File: config.mk
export PLATFORM = sky130hd
export DESIGN_NAME = mdsfr_dev_flat
export DESIGN_NICKNAME = d
export VERILOG_FILES = /design/src/rtl/mdsfr_pkg.sv /design/src/rtl/mdsfr_if.sv /design/src/rtl/mdsfr_dev.sv /design/src/flat_wrapper.sv
export SDC_FILE = /design/constraint.sdc
export NUM_CORES = 1
export LEC_CHECK = 0
export ABC_AREA = 1
export BUFFER_PORTS_ARGS = -buffer_cell sky130_fd_sc_hd__buf_4
export CAP_MARGIN = 20
export CORE_UTILIZATION = 50
export DETAILED_ROUTE_END_ITERATION = 16
export PLACE_DENSITY = 0.74
export SYNTH_ARGS = -nofsm -noshare
export SYNTH_HDL_FRONTEND = slang
export SYNTH_SLANG_ARGS = --single-unit
export TNS_END_PERCENT = 10
File: constraint.sdc
create_clock -name ref_clk -period 2.83 [get_ports ref_clk]
set_clock_uncertainty 0.15 [all_clocks]
set_input_delay 0.283 -clock ref_clk [delete_from_list [all_inputs] [get_ports ref_clk]]
set_output_delay 0.283 -clock ref_clk [all_outputs]
set_load 0.1 [all_outputs]
File: src/rtl/mdsfr_pkg.sv
`default_nettype none
package mdsfr_pkg;
  // Frame shape
  localparam int FRAME_BITS = 16;
  localparam int CNT_W = 4;
  localparam int FAULT_W = 11;
  localparam int STAT_W = 12;
  localparam int DATA_W = 13;

  // Command word fields
  localparam int CMD_WR_BIT = 15;
  localparam int CMD_ADDR_HI = 14;
  localparam int CMD_ADDR_LO = 13;
  localparam int STAT_FRM_BIT = 11;

  // Register selection codes
  localparam logic [1:0] ADDR_IDENT = 2'h0;
  localparam logic [1:0] ADDR_STATUS = 2'h1;
  localparam logic [1:0] ADDR_MASK = 2'h2;
  localparam logic [1:0] ADDR_CONFIG = 2'h3;

  // Reset values of the stored register data
  localparam logic [DATA_W-1:0] MASK_RST = 13'h06F1;
  localparam logic [DATA_W-1:0] CONFIG_RST = 13'h0D98;
  localparam logic [STAT_W-1:0] STATUS_RST = 12'h000;

  // Synchroniser order: wake, inhibit, mosi, sclk, cs_n
  localparam int SYNC_N = 5;
  localparam logic [SYNC_N-1:0] SYNC_RST = 5'h01;
  localparam int SY_CS = 0;
  localparam int SY_SCLK = 1;
  localparam int SY_MOSI = 2;
  localparam int SY_INH = 3;
  localparam int SY_WAKE = 4;

  // Timing
  localparam int REF_CLK_HZ = 200_000_000;
  localparam int SCLK_MAX_HZ = 10_000_000;
  localparam int CS_GAP_NS = 300;
  localparam int HALF_CYC_I = (REF_CLK_HZ + 2 * SCLK_MAX_HZ - 1) / (2 * SCLK_MAX_HZ);
  localparam int GAP_CYC_I = (CS_GAP_NS * (REF_CLK_HZ / 1_000_000) + 999) / 1000;
  localparam logic [7:0] SCLK_HALF_CYC = HALF_CYC_I[7:0];
  localparam logic [7:0] CS_GAP_CYC = GAP_CYC_I[7:0];

  // Host command port offsets
  localparam logic [1:0] HOST_TX_OFF = 2'h0;
  localparam logic [1:0] HOST_RX_OFF = 2'h1;
  localparam logic [1:0] HOST_STAT_OFF = 2'h2;

  typedef enum logic [2:0] {
    H_IDLE, H_LEAD, H_HIGH, H_LOW, H_LAG, H_GAP
  } mdsfr_hstate_t;
endpackage : mdsfr_pkg
`default_nettype wire

File: src/rtl/mdsfr_if.sv
`timescale 1ns/100ps
`default_nettype none
interface mdsfr_if;
  logic sclk;
  logic cs_n;
  logic mosi;
  logic miso_drv;
  logic miso_oe_n;
  logic miso;

  // Released line floats high through a pull-up
  assign miso = miso_oe_n ? 1'b1 : miso_drv;

  modport host (output sclk, output cs_n, output mosi, input miso);
  modport dev (input sclk, input cs_n, input mosi, output miso_drv, output miso_oe_n);
endinterface : mdsfr_if
`default_nettype wire

File: src/rtl/mdsfr_dev.sv
`timescale 1ns/100ps
`default_nettype none
// Contract
// - Frame is sixteen bits, MSB first, chip select low
// - Sample MOSI on falling, move MISO on rising
// - Slave only, fixed mode, clock at most 10 MHz
// - Bits beyond sixteen pass on to MISO
// - Zero or non-multiple-of-16 count: discard, flag error
// - Write to register zero is a framing error
// - Reply is previously selected register, taken at select
// - First frame after wake returns fault status
// - Bit 15 write; read ignores data bits
// - Bits 14:13 pick the target register
// - Identification: zeros, one id bit, revision bits
// - Upper status bit layout, framing error at 11
// - No fault means status bits read zero
// - Fault latches until cleared after it ends
// - Inhibit falling edge clears inactive faults
// - Wake rising edge clears inactive faults
// - Writing one clears an inactive fault bit
// - MISO driven only while chip select is low
// - Master keeps select high 300 ns between frames
// - Master verifies writes by reading them back
// - Lower status bit layout down to overheat
// - Mask gates matching faults onto the fault pin
module mdsfr_dev #(
  parameter logic DEV_ID_BIT = 1'b0,
  parameter logic [3:0] REV_BITS = 4'h0
) (
  input wire logic ref_clk,
  input wire logic rst_n,
  mdsfr_if.dev link,
  input wire logic output_inhibit_pin,
  input wire logic wake_enable_pin,
  input wire logic [mdsfr_pkg::FAULT_W-1:0] fault_active,
  output logic fault_flag_n_pin,
  output logic [mdsfr_pkg::DATA_W-1:0] mask_bits,
  output logic [mdsfr_pkg::DATA_W-1:0] config_bits
);
  import mdsfr_pkg::*;

  // DEV_ID_BIT and REV_BITS defaults are arbitrary values

  logic [SYNC_N-1:0] raw;
  logic [SYNC_N-1:0] s1_q;
  logic [SYNC_N-1:0] s2_q;
  logic [SYNC_N-1:0] s3_q;
  logic [SYNC_N-1:0] f_q;
  logic [SYNC_N-1:0] fp_q;
  logic cs_low;
  logic cs_fall;
  logic cs_rise;
  logic sclk_rise;
  logic sclk_fall;
  logic inh_fall;
  logic wake_rise;
  logic [15:0] sr_q;
  logic [CNT_W-1:0] cnt_q;
  logic seen_q;
  logic miso_q;
  logic miso_oe_n_q;
  logic [1:0] sel_q;
  logic [STAT_W-1:0] stat_q;
  logic [STAT_W-1:0] stat_d;
  logic [DATA_W-1:0] mask_q;
  logic [DATA_W-1:0] config_q;
  logic ff_n_q;
  logic [15:0] tx_word;
  logic [1:0] cmd_addr;
  logic cmd_wr;
  logic frm_err;
  logic commit;
  logic [STAT_W-1:0] clr_req;
  logic [STAT_W-1:0] set_req;

  ////////////////////////////////////////////////////////////////////////
  // Three-stage synchronisers; a level counts once stages two and three agree
  assign raw = {wake_enable_pin, output_inhibit_pin, link.mosi, link.sclk, link.cs_n};

  always_ff @(posedge ref_clk or negedge rst_n) begin
    if (!rst_n) begin
      s1_q <= SYNC_RST;
      s2_q <= SYNC_RST;
      s3_q <= SYNC_RST;
      fp_q <= SYNC_RST;
    end else begin
      s1_q <= raw;
      s2_q <= s1_q;
      s3_q <= s2_q;
      fp_q <= f_q;
    end
  end

  // Filtered copies, one per pin
  generate
    for (genvar i = 0; i < SYNC_N; i++) begin : g_flt
      always_ff @(posedge ref_clk or negedge rst_n) begin
        if (!rst_n) begin
          f_q[i] <= SYNC_RST[i];
        end else if (s2_q[i] == s3_q[i]) begin
          f_q[i] <= s3_q[i];
        end
      end
    end
  endgenerate

  // Edge strobes, one ref_clk cycle each
  assign cs_low = !f_q[SY_CS];
  assign cs_fall = !f_q[SY_CS] && fp_q[SY_CS];
  assign cs_rise = f_q[SY_CS] && !fp_q[SY_CS];
  assign sclk_rise = f_q[SY_SCLK] && !fp_q[SY_SCLK];
  assign sclk_fall = !f_q[SY_SCLK] && fp_q[SY_SCLK];
  assign inh_fall = !f_q[SY_INH] && fp_q[SY_INH];
  assign wake_rise = f_q[SY_WAKE] && !fp_q[SY_WAKE];

  ////////////////////////////////////////////////////////////////////////
  // Reply word for the register picked by the previous command
  always_comb begin
    case (sel_q)
      ADDR_IDENT: tx_word = {11'h000, DEV_ID_BIT, REV_BITS};
      ADDR_STATUS: tx_word = {1'b0, ADDR_STATUS, 1'b0, stat_q};
      ADDR_MASK: tx_word = {1'b0, ADDR_MASK, mask_q};
      ADDR_CONFIG: tx_word = {1'b0, ADDR_CONFIG, config_q};
      default: tx_word = 16'h0000;
    endcase
  end

  ////////////////////////////////////////////////////////////////////////
  // Shift register: the reply leaves the top while MOSI enters the bottom,
  // so after sixteen clocks the received bits emerge for the next device
  always_ff @(posedge ref_clk or negedge rst_n) begin
    if (!rst_n) begin
      sr_q <= 16'h0000;
      miso_q <= 1'b0;
    end else if (cs_fall) begin
      sr_q <= tx_word;
      miso_q <= tx_word[15];
    end else if (cs_low) begin
      if (sclk_rise) begin
        miso_q <= sr_q[15];
      end
      if (sclk_fall) begin
        sr_q <= {sr_q[14:0], f_q[SY_MOSI]};
      end
    end
  end

  // Clock count modulo sixteen plus a flag for any clock at all
  always_ff @(posedge ref_clk or negedge rst_n) begin
    if (!rst_n) begin
      cnt_q <= '0;
      seen_q <= 1'b0;
    end else if (cs_fall) begin
      cnt_q <= '0;
      seen_q <= 1'b0;
    end else if (cs_low && sclk_fall) begin
      cnt_q <= cnt_q + 4'h1;
      seen_q <= 1'b1;
    end
  end

  // MISO released while select is high
  always_ff @(posedge ref_clk or negedge rst_n) begin
    if (!rst_n) begin
      miso_oe_n_q <= 1'b1;
    end else begin
      miso_oe_n_q <= !cs_low;
    end
  end

  ////////////////////////////////////////////////////////////////////////
  // Frame check at select release; the last sixteen bits are the command
  assign cmd_addr = sr_q[CMD_ADDR_HI:CMD_ADDR_LO];
  assign cmd_wr = sr_q[CMD_WR_BIT];
  assign frm_err = !seen_q || (cnt_q != '0) || (cmd_wr && cmd_addr == ADDR_IDENT);
  assign commit = cs_rise && !frm_err;

  // Register selection for the next reply; a bad frame keeps the old one
  always_ff @(posedge ref_clk or negedge rst_n) begin
    if (!rst_n) begin
      sel_q <= ADDR_STATUS;
    end else if (wake_rise) begin
      sel_q <= ADDR_STATUS;
    end else if (commit) begin
      sel_q <= cmd_addr;
    end
  end

  // Mask and configuration writes; reads leave the data bits unused
  always_ff @(posedge ref_clk or negedge rst_n) begin
    if (!rst_n) begin
      mask_q <= MASK_RST;
      config_q <= CONFIG_RST;
    end else if (commit && cmd_wr) begin
      if (cmd_addr == ADDR_MASK) begin
        mask_q <= sr_q[DATA_W-1:0];
      end
      if (cmd_addr == ADDR_CONFIG) begin
        config_q <= sr_q[DATA_W-1:0];
      end
    end
  end

  ////////////////////////////////////////////////////////////////////////
  // Latched faults. A clear only touches bits whose cause has gone, and a
  // set in the same cycle wins, so no event is ever lost.
  always_comb begin
    clr_req = '0;
    if (inh_fall || wake_rise) begin
      clr_req = '1;
    end else if (commit && cmd_wr && cmd_addr == ADDR_STATUS) begin
      clr_req = sr_q[STAT_W-1:0];
    end
    clr_req = clr_req & ~{1'b0, fault_active};
    set_req = {cs_rise && frm_err, fault_active};
    stat_d = (stat_q & ~clr_req) | set_req;
  end

  always_ff @(posedge ref_clk or negedge rst_n) begin
    if (!rst_n) begin
      stat_q <= STATUS_RST;
    end else begin
      stat_q <= stat_d;
    end
  end

  // Fault pin low while any unmasked latched fault is present
  always_ff @(posedge ref_clk or negedge rst_n) begin
    if (!rst_n) begin
      ff_n_q <= 1'b1;
    end else begin
      ff_n_q <= !(|(stat_q & mask_q[STAT_W-1:0]));
    end
  end

  assign link.miso_drv = miso_q;
  assign link.miso_oe_n = miso_oe_n_q;
  assign fault_flag_n_pin = ff_n_q;
  assign mask_bits = mask_q;
  assign config_bits = config_q;
endmodule : mdsfr_dev
`default_nettype wire

File: src/flat_wrapper.sv
// flat-port wrapper written by rule: the top's interface ports become plain ports
module mdsfr_dev_flat import mdsfr_pkg::*;
#(
  parameter logic DEV_ID_BIT = 1'b0,
  parameter logic [3:0] REV_BITS = 4'h0
)
  (ref_clk, rst_n, output_inhibit_pin, wake_enable_pin, fault_active, fault_flag_n_pin, mask_bits, config_bits, link_sclk, link_cs_n, link_mosi, link_miso_drv, link_miso_oe_n);
  mdsfr_if link_i ();
  input wire logic ref_clk;
  input wire logic rst_n;
  input wire logic output_inhibit_pin;
  input wire logic wake_enable_pin;
  input wire logic [mdsfr_pkg::FAULT_W-1:0] fault_active;
  output logic fault_flag_n_pin;
  output logic [mdsfr_pkg::DATA_W-1:0] mask_bits;
  output logic [mdsfr_pkg::DATA_W-1:0] config_bits;
  input wire logic [$bits(link_i.sclk)-1:0] link_sclk;
  input wire logic [$bits(link_i.cs_n)-1:0] link_cs_n;
  input wire logic [$bits(link_i.mosi)-1:0] link_mosi;
  output wire logic [$bits(link_i.miso_drv)-1:0] link_miso_drv;
  output wire logic [$bits(link_i.miso_oe_n)-1:0] link_miso_oe_n;
  assign link_i.sclk = link_sclk;
  assign link_i.cs_n = link_cs_n;
  assign link_i.mosi = link_mosi;
  assign link_miso_drv = link_i.miso_drv;
  assign link_miso_oe_n = link_i.miso_oe_n;
  mdsfr_dev #(.DEV_ID_BIT(DEV_ID_BIT), .REV_BITS(REV_BITS)) u_core (.ref_clk(ref_clk), .rst_n(rst_n), .link(link_i), .output_inhibit_pin(output_inhibit_pin), .wake_enable_pin(wake_enable_pin), .fault_active(fault_active), .fault_flag_n_pin(fault_flag_n_pin), .mask_bits(mask_bits), .config_bits(config_bits));
endmodule
==> metrics.md, run 1 <==
| Metric | Value |
|---|---|
| Status | `finished, final reports clean` |
| Die width | `89.7 um` |
| Worst-path cell chain | `inv_1, ha_1, nand2_1, nor2_4, nand4_2, o21ai_1` |
| Fraction of layout cells with a size suffix above 1 | `23.9%` |
| Drt initial violations | `196` |
| Global-route wire length before repair | `13200 um` |
| Unique masters post-synth | `31` |
| Power per standard cell area | `689 nW/um^2` |
| Core footprint | `7330 sq um` |
| Reg clk slew, reported paths | `0.08 ns` |
| Antenna diodes | `0` |
| Pleak | `0.00231 uW` |
| Slew at the pin closest to its max-slew limit | `0.867 ns` |
| Clock sinks | `87` |
| Reg-to-Reg Start | `u_core.cnt_q[0]$_DFFE_PN0P_` |
| Initial Util | `52.4%` |
| WP data arrival | `2.19 ns` |
| Largest net degree at the start of global routing | `86` |
| Sequential area share after synthesis | `57.3%` |
| Pre-CTS setup slack | `0.793 ns` |
| Max-cap violations | `0` |
| Hpwl dp | `5400 um` |
| Final worst path period share | `73.7%` |
| CP Launch Type | `register` |
| Vias/cell | `5.02` |
| Tmin final | `2.09 ns` |
| Hold violation count in the final report | `0` |
| Routability cong. | `0.815` |
| Async set or reset register ratio after synthesis | `100%` |
| Most frequent cells in the layout | `123 x nand2_1, 67 x dfrtp_1, 50 x buf_4` |
| CP Buf/Inv Count | `1` |
| Nets | `512` |
| Most common cell after layout, fill and taps aside | `nand2_1` |
| Synth Register Bits | `87` |
| Yosys Warn Count | `0` |
| WP data required | `2.93 ns` |
| Family with the most delay on the worst path | `simple AND/OR/NAND/NOR gates` |
| Worst VDD drop | `0.293 mV` |
| Die area | `8040 sq um` |
| Area delta synth->final | `20.8%` |
| Crit. End Element | `register` |
| Synthesized instance count | `428` |
| Root Buffer | `clkbuf_8` |
| Max clock buf depth | `2` |
| Syn avg cell area | `8.98 sq um` |
| TritonCTS clock tree | `built` |
| Fmax | `0.479 GHz` |
| Drt drc | `0` |
| Die height | `89.7 um` |
| # rows | `31` |
| Antenna violations before repair | `0` |
| Via count | `2990` |
| GR Overflow Total | `0` |
| Crit-path slowest cell | `nand4_2` |
| Reg2Reg Depth | `6` |
| GRT Overall Usage | `22.2%` |
| Design area | `4640 sq um` |
| RSZ-0062 raised after global routing | `false` |
| Syn Nets | `448` |
| H-tree levels | `3` |
| Inserted Clock Buffers | `9` |
| Slew HR | `42.0%` |
| Detailed Route WL | `8100 um` |
| Avg WL per Cell | `13.6 um` |
| Ys flop type | `dfrtp_1` |
| Mapped Area | `3840 sq um` |
| Hold Slack | `0.201 ns` |
| CTS resizes | `0` |
| Dpl cell area | `4270 sq um` |
| Critical Path Start | `u_core.cnt_q[0]$_DFFE_PN0P_` |
| Drt pass-1 iters | `5` |
| Flop2flop setup slack | `0.74 ns` |
| Worst min path class | `reg -> reg` |
| Post-route ant nets | `0` |
| WP depth | `6` |
| Worst Setup EP | `u_core.mask_bits[1]$_DFFE_PN0P_` |
| Port bufs | `46` |
| Max stage delay on crit path | `0.57 ns` |
| Worst setup margin | `0.743 ns` |
| Clock latency on the worst-skew pair | `0.35 ns` |
| Vias in the first global route | `2794` |
| Critical path type | `reg -> reg` |
| Slew Limit Fails | `0` |
| Worst R2R End | `u_core.mask_bits[1]$_DFFE_PN0P_` |
| I/O pins | `47` |
| Post-synth EDFFs | `0` |
| Worst hold start | `u_core.s1_q[4]$_DFF_PN0_` |
| Setup Viol. Count Final | `0` |
| Worst-path fanout max | `26` |
| Setup_tns | `0 ns` |
==> cells in the mapped netlist, types with 2 or more instances <==
master	instances	area [sq um]
o21ai_2	13	114
inv_1	49	184
nand3_1	27	135
nand2_1	123	462
nor2_1	29	109
buf_4	2	15.0
dfrtp_1	67	1680
nand4_1	3	18.8
clkbuf_1	4	15.0
o221ai_1	3	26.3
a21oi_1	15	75.1
dfstp_2	20	526
o21ai_1	13	65.1
nand2_2	8	50.1
nor2_4	2	22.5
buf_2	6	30.0
ha_1	2	25.0
inv_2	5	18.8
o21ai_0	19	95.1
nor3_1	2	10.0
buf_6	2	22.5
maj3_1	5	50.1
==> kinds of logic after synthesis <==
kind of cell             Yosys count  share of synthesized area (%)
AO/OA/AOI/OAI                     66                           10.3
adder cells (fa/ha/maj)            7                           1.95
buffers and inverters             69                           7.55
flip-flops                        87                           57.3
AND/OR/NAND/NOR                  199                           22.9
==> area by class of cell <==
| class | count | area (sq um) |
|---|---|---|
| clock inverter | 5 | 57.6 |
| sequential | 87 | 2200 |
| clock buffer | 11 | 141 |
| multi-input combinational | 272 | 1350 |
| tap | 99 | 124 |
| timing repair buffer | 68 | 566 |
| fill | 623 | 2690 |
| inverter | 54 | 203 |
==> worst min path at each step <==
stage	endpoint	slack, ns	cells past startpoint
final	u_core.s2_q[4]$_DFF_PN0_	0.20	0
after global routing	u_core.s2_q[2]$_DFF_PN0_	0.22	0
after CTS	u_core.s2_q[2]$_DFF_PN0_	0.20	0
after detailed placement	u_core.s1_q[0]$_DFF_PN1_	0.10	1
after global placement	u_core.s1_q[0]$_DFF_PN1_	0.1	1
after floorplan	u_core.cnt_q[0]$_DFFE_PN0P_	-0.16	0
==> metrics by stage <==
step	power, uW	utilization [%]	std cells
2_1_floorplan	2110	-	428
3_3_place_gp	2300	58.3	563
3_5_place_dp	2330	58.3	563
4_1_cts	3210	63.3	596
5_1_grt	3380	63.3	596
6_report	3200	63.3	596
==> registers in the layout (all words and copies together), names as in the netlist, 4 cells and up <==
signal and count:
u_core.s1_q 5, u_core.s3_q 5, u_core.config_bits 13, u_core.f_q 5, u_core.stat_q 12, u_core.sr_q 16, u_core.mask_bits 13, u_core.s2_q 5
u_core.cnt_q 4, u_core.fp_q 4
==> report_power, final <==
group | switching [uW] | internal, uW
Clock | 432 | 433
Sequential | 141 | 1410
Combinational | 547 | 237
==> metal layers <==
layer,vias to the layer above,wire length (um),GRT usage [%]
met5,-,0,0
met4,0,89,6.49
met3,7,401,4.66
met2,93,3740,34.8
met1,1416,3880,31.4
li1,1474,-,-
==> repair_timing <==
item	4_1_cts	5_1_grt
setup buffers	0	0
hold buffers	17	0
endpoints found under the hold margin	85	0
Note: power is estimated with default switching activity, not from simulation.
==> run 2: changes to the inputs <==
==> constraint.sdc (replaced) <==
create_clock -name ref_clk -period 2.1 [get_ports ref_clk]
set_clock_uncertainty 0.15 [all_clocks]
set_input_delay 0.21 -clock ref_clk [delete_from_list [all_inputs] [get_ports ref_clk]]
set_output_delay 0.21 -clock ref_clk [all_outputs]
set_load 0.1 [all_outputs]
==> run 2 against run 1 <==
  * Global-route usage grew 0.72 points
  * Sequential power grew 35%
  * Non-clock buffer count grew 5
  * Critical path depth grew 3
  * Final cell count grew 0.84%
  * Core utilization grew 1.1 points
  * Critical endpoint is now u_core.config_bits[2]$_DFFE_PN0P_
==> metrics.md, run 2 (synthesized netlist as in run 1, its figures left out) <==
| Metric | Value |
|---|---|
| Status | `finished, final reports clean` |
| Slew at the pin closest to its max-slew limit | `0.495 ns (-0.372 ns)` |
| GRT Overall Usage | `22.9% (+0.72 points)` |
| Met2 Use GR | `35.3% (+0.48 points)` |
| Hold Slack | `0.170 ns (-0.0313 ns)` |
| Reg clk slew, reported paths | `0.09 ns (about the same)` |
| Inserted Clock Buffers | `9 (unchanged)` |
| Fraction of layout cells with a size suffix above 1 | `24.9% (+0.96 points)` |
| CP most frequent cell | `nand2_1` |
| WP data required | `2.19 ns (-0.74 ns)` |
| Register area | `2200 sq um (unchanged)` |
| Worst-path cell chain | `inv_1, ha_1, nand2_1, nor2_4, nand3_4, nor2_8, nand2_4, nand2_1, o21ai_2` |
| Post-CTS setup buffer count | `0 (unchanged)` |
| Most common cell after layout, fill and taps aside | `nand2_1` |
| Detailed Route WL | `8480 um (+4.6%)` |
| Die area | `8040 sq um (unchanged)` |
| H-tree levels | `3 (unchanged)` |
| Slew HR | `67.0% (+25 points)` |
| I/O pins | `47 (unchanged)` |
| Via count | `3064 (+2.5%)` |
| RSZ-0062 raised after global routing | `false` |
| Port bufs | `46 (unchanged)` |
| CP Buf/Inv Count | `1 (unchanged)` |
| Tmin final | `1.87 ns (-0.221 ns)` |
| Die height | `89.7 um (unchanged)` |
| Hpwl dp | `5590 um (+3.5%)` |
| Fmax | `0.536 GHz (+12%)` |
| Routability cong. | `0.814 (about the same)` |
| Max reg flops | `16 (unchanged)` |
| Drt initial violations | `222 (+13%)` |
| Global-route wire length before repair | `13600 um (+3.0%)` |
| # rows | `31 (unchanged)` |
| Initial Util | `52.4% (unchanged)` |
| Worst VDD drop | `0.424 mV (+45%)` |
| Die width | `89.7 um (unchanged)` |
| Post-route ant nets | `0 (unchanged)` |
| Setup Viol. Count Final | `0 (unchanged)` |
| Placed cells | `568 (+0.89%)` |
| Crit-path slowest cell | `dfrtp_1` |
| Final Instance Count excl. Fillers | `601 (+0.84%)` |
| Final worst path period share | `88.9% (+15 points)` |
| CP Launch Type | `register` |
| WP data arrival | `1.95 ns (-0.24 ns)` |
| TritonCTS clock tree | `built` |
| Max-cap violations | `0 (unchanged)` |
| Drt drc | `0 (unchanged)` |
| Nets | `517 (+0.98%)` |
| Avg WL per Cell | `14.1 um (+3.7%)` |
| Total Power | `4550 uW (+42%)` |
| Antenna violations before repair | `0 (unchanged)` |
| Worst-path fanout max | `26 (unchanged)` |
| Max clock buf depth | `2 (unchanged)` |
| Most Crowded Layer GR | `met2` |
| Met1 Resource Use GR | `32.7% (+1.3 points)` |
| Antenna diodes | `0 (unchanged)` |
| Layout Utilization | `64.4% (+1.1 points)` |
| Drt pass-1 iters | `5 (unchanged)` |
| Critical path type | `reg -> reg` |
| Family with the most delay on the worst path | `simple AND/OR/NAND/NOR gates` |
| Vias in the first global route | `2836 (+1.5%)` |
| Area delta synth->final | `22.9%` |
| Clock sinks | `87 (unchanged)` |
| Pleak | `0.00235 uW (+1.7%)` |
| GR Util met3 | `3.11% (-1.6 points)` |
| Power per standard cell area | `963 nW/um^2 (+40%)` |
| GR Overflow Total | `0 (unchanged)` |
| Setup_tns | `0 ns (unchanged)` |
| Multi-input gate area | `1350 sq um (unchanged)` |
| Core footprint | `7330 sq um (unchanged)` |
| Largest Register | `u_core.sr_q` |
| Clock latency on the worst-skew pair | `0.36 ns (about the same)` |
| Fill cells | `583 (-6.4%)` |
| Most frequent cells in the layout | `123 x nand2_1, 67 x dfrtp_1, 55 x buf_4` |
| Max stage delay on crit path | `0.41 ns (-0.16 ns)` |
| Hold violation count in the final report | `0 (unchanged)` |
| Slew Limit Fails | `0 (unchanged)` |
| Crit. End Element | `register` |
| Worst min path class | `in -> async` |
| Vias/cell | `5.10 (+1.6%)` |
| Root Buffer | `clkbuf_8` |
| Largest net degree at the start of global routing | `58 (-33%)` |
run 2: cell types whose count changed in the layout (fill, tap and decap cells not counted), sizes merged:
cell / previous run / this run
buf: 51 / 56
clkinvlp: 0 / 1
clkbuf: 11 / 12
clkinv: 4 / 1
bufinv: 1 / 2
run 2: per-layer routing:
| layer | up-vias | part of all wire (%) |
|---|---|---|
| met5 | - | 0 |
| met4 | 0 | 2.3 |
| met3 | 21 | 5.8 |
| met2 | 113 | 46 |
| met1 | 1439 | 45 |
| li1 | 1491 | - |
run 2: power by group:
| group | internal, uW | switching (uW) |
|---|---|---|
| clock | 770 | 604 |
| sequential | 1900 | 201 |
| combinational | 335 | 741 |
| total | 3000 | 1550 |
run 2: timing repair:
item	CTS	global route
hold buffers	17	0
gates resized for setup	0	0
endpoints found under the hold margin	46	0
run 2: final timing paths:
path                       depth (start not counted)  slack (ns)                         from                                 to
setup / recovery                                   9        0.23  u_core.cnt_q[0]$_DFFE_PN0P_  u_core.config_bits[2]$_DFFE_PN0P_
hold / removal                                     2        0.17                        rst_n         u_core.stat_q[5]$_DFF_PN0_
setup reg to reg                                   9        0.23  u_core.cnt_q[0]$_DFFE_PN0P_  u_core.config_bits[2]$_DFFE_PN0P_
hold reg to reg                                    0        0.20     u_core.s1_q[4]$_DFF_PN0_           u_core.s2_q[4]$_DFF_PN0_
max in group asynchronous                          3        0.96                        rst_n  u_core.config_bits[8]$_DFFE_PN1P_
min in group ref_clk                               0        0.20     u_core.s1_q[4]$_DFF_PN0_           u_core.s2_q[4]$_DFF_PN0_
run 2: stage by stage:
step	setup slack, ns	cell area, sq um
floorplan	0.249	3840
global placement	0.324	4310
detailed placement	0.258	4310
CTS	0.236	4720
global route	0.101	4720
finish	0.234	4720
run 2: layout make-up:
| cell class | count | share of cell area [%] |
|---|---|---|
| repair buffers | 73 | 12.8 |
| flip-flops and latches | 87 | 46.6 |
| multi-input cells | 272 | 28.6 |
| inverters | 54 | 4.29 |
| clock buffers | 12 | 3.50 |
| clock inverters | 4 | 1.62 |
| well taps | 99 | 2.62 |
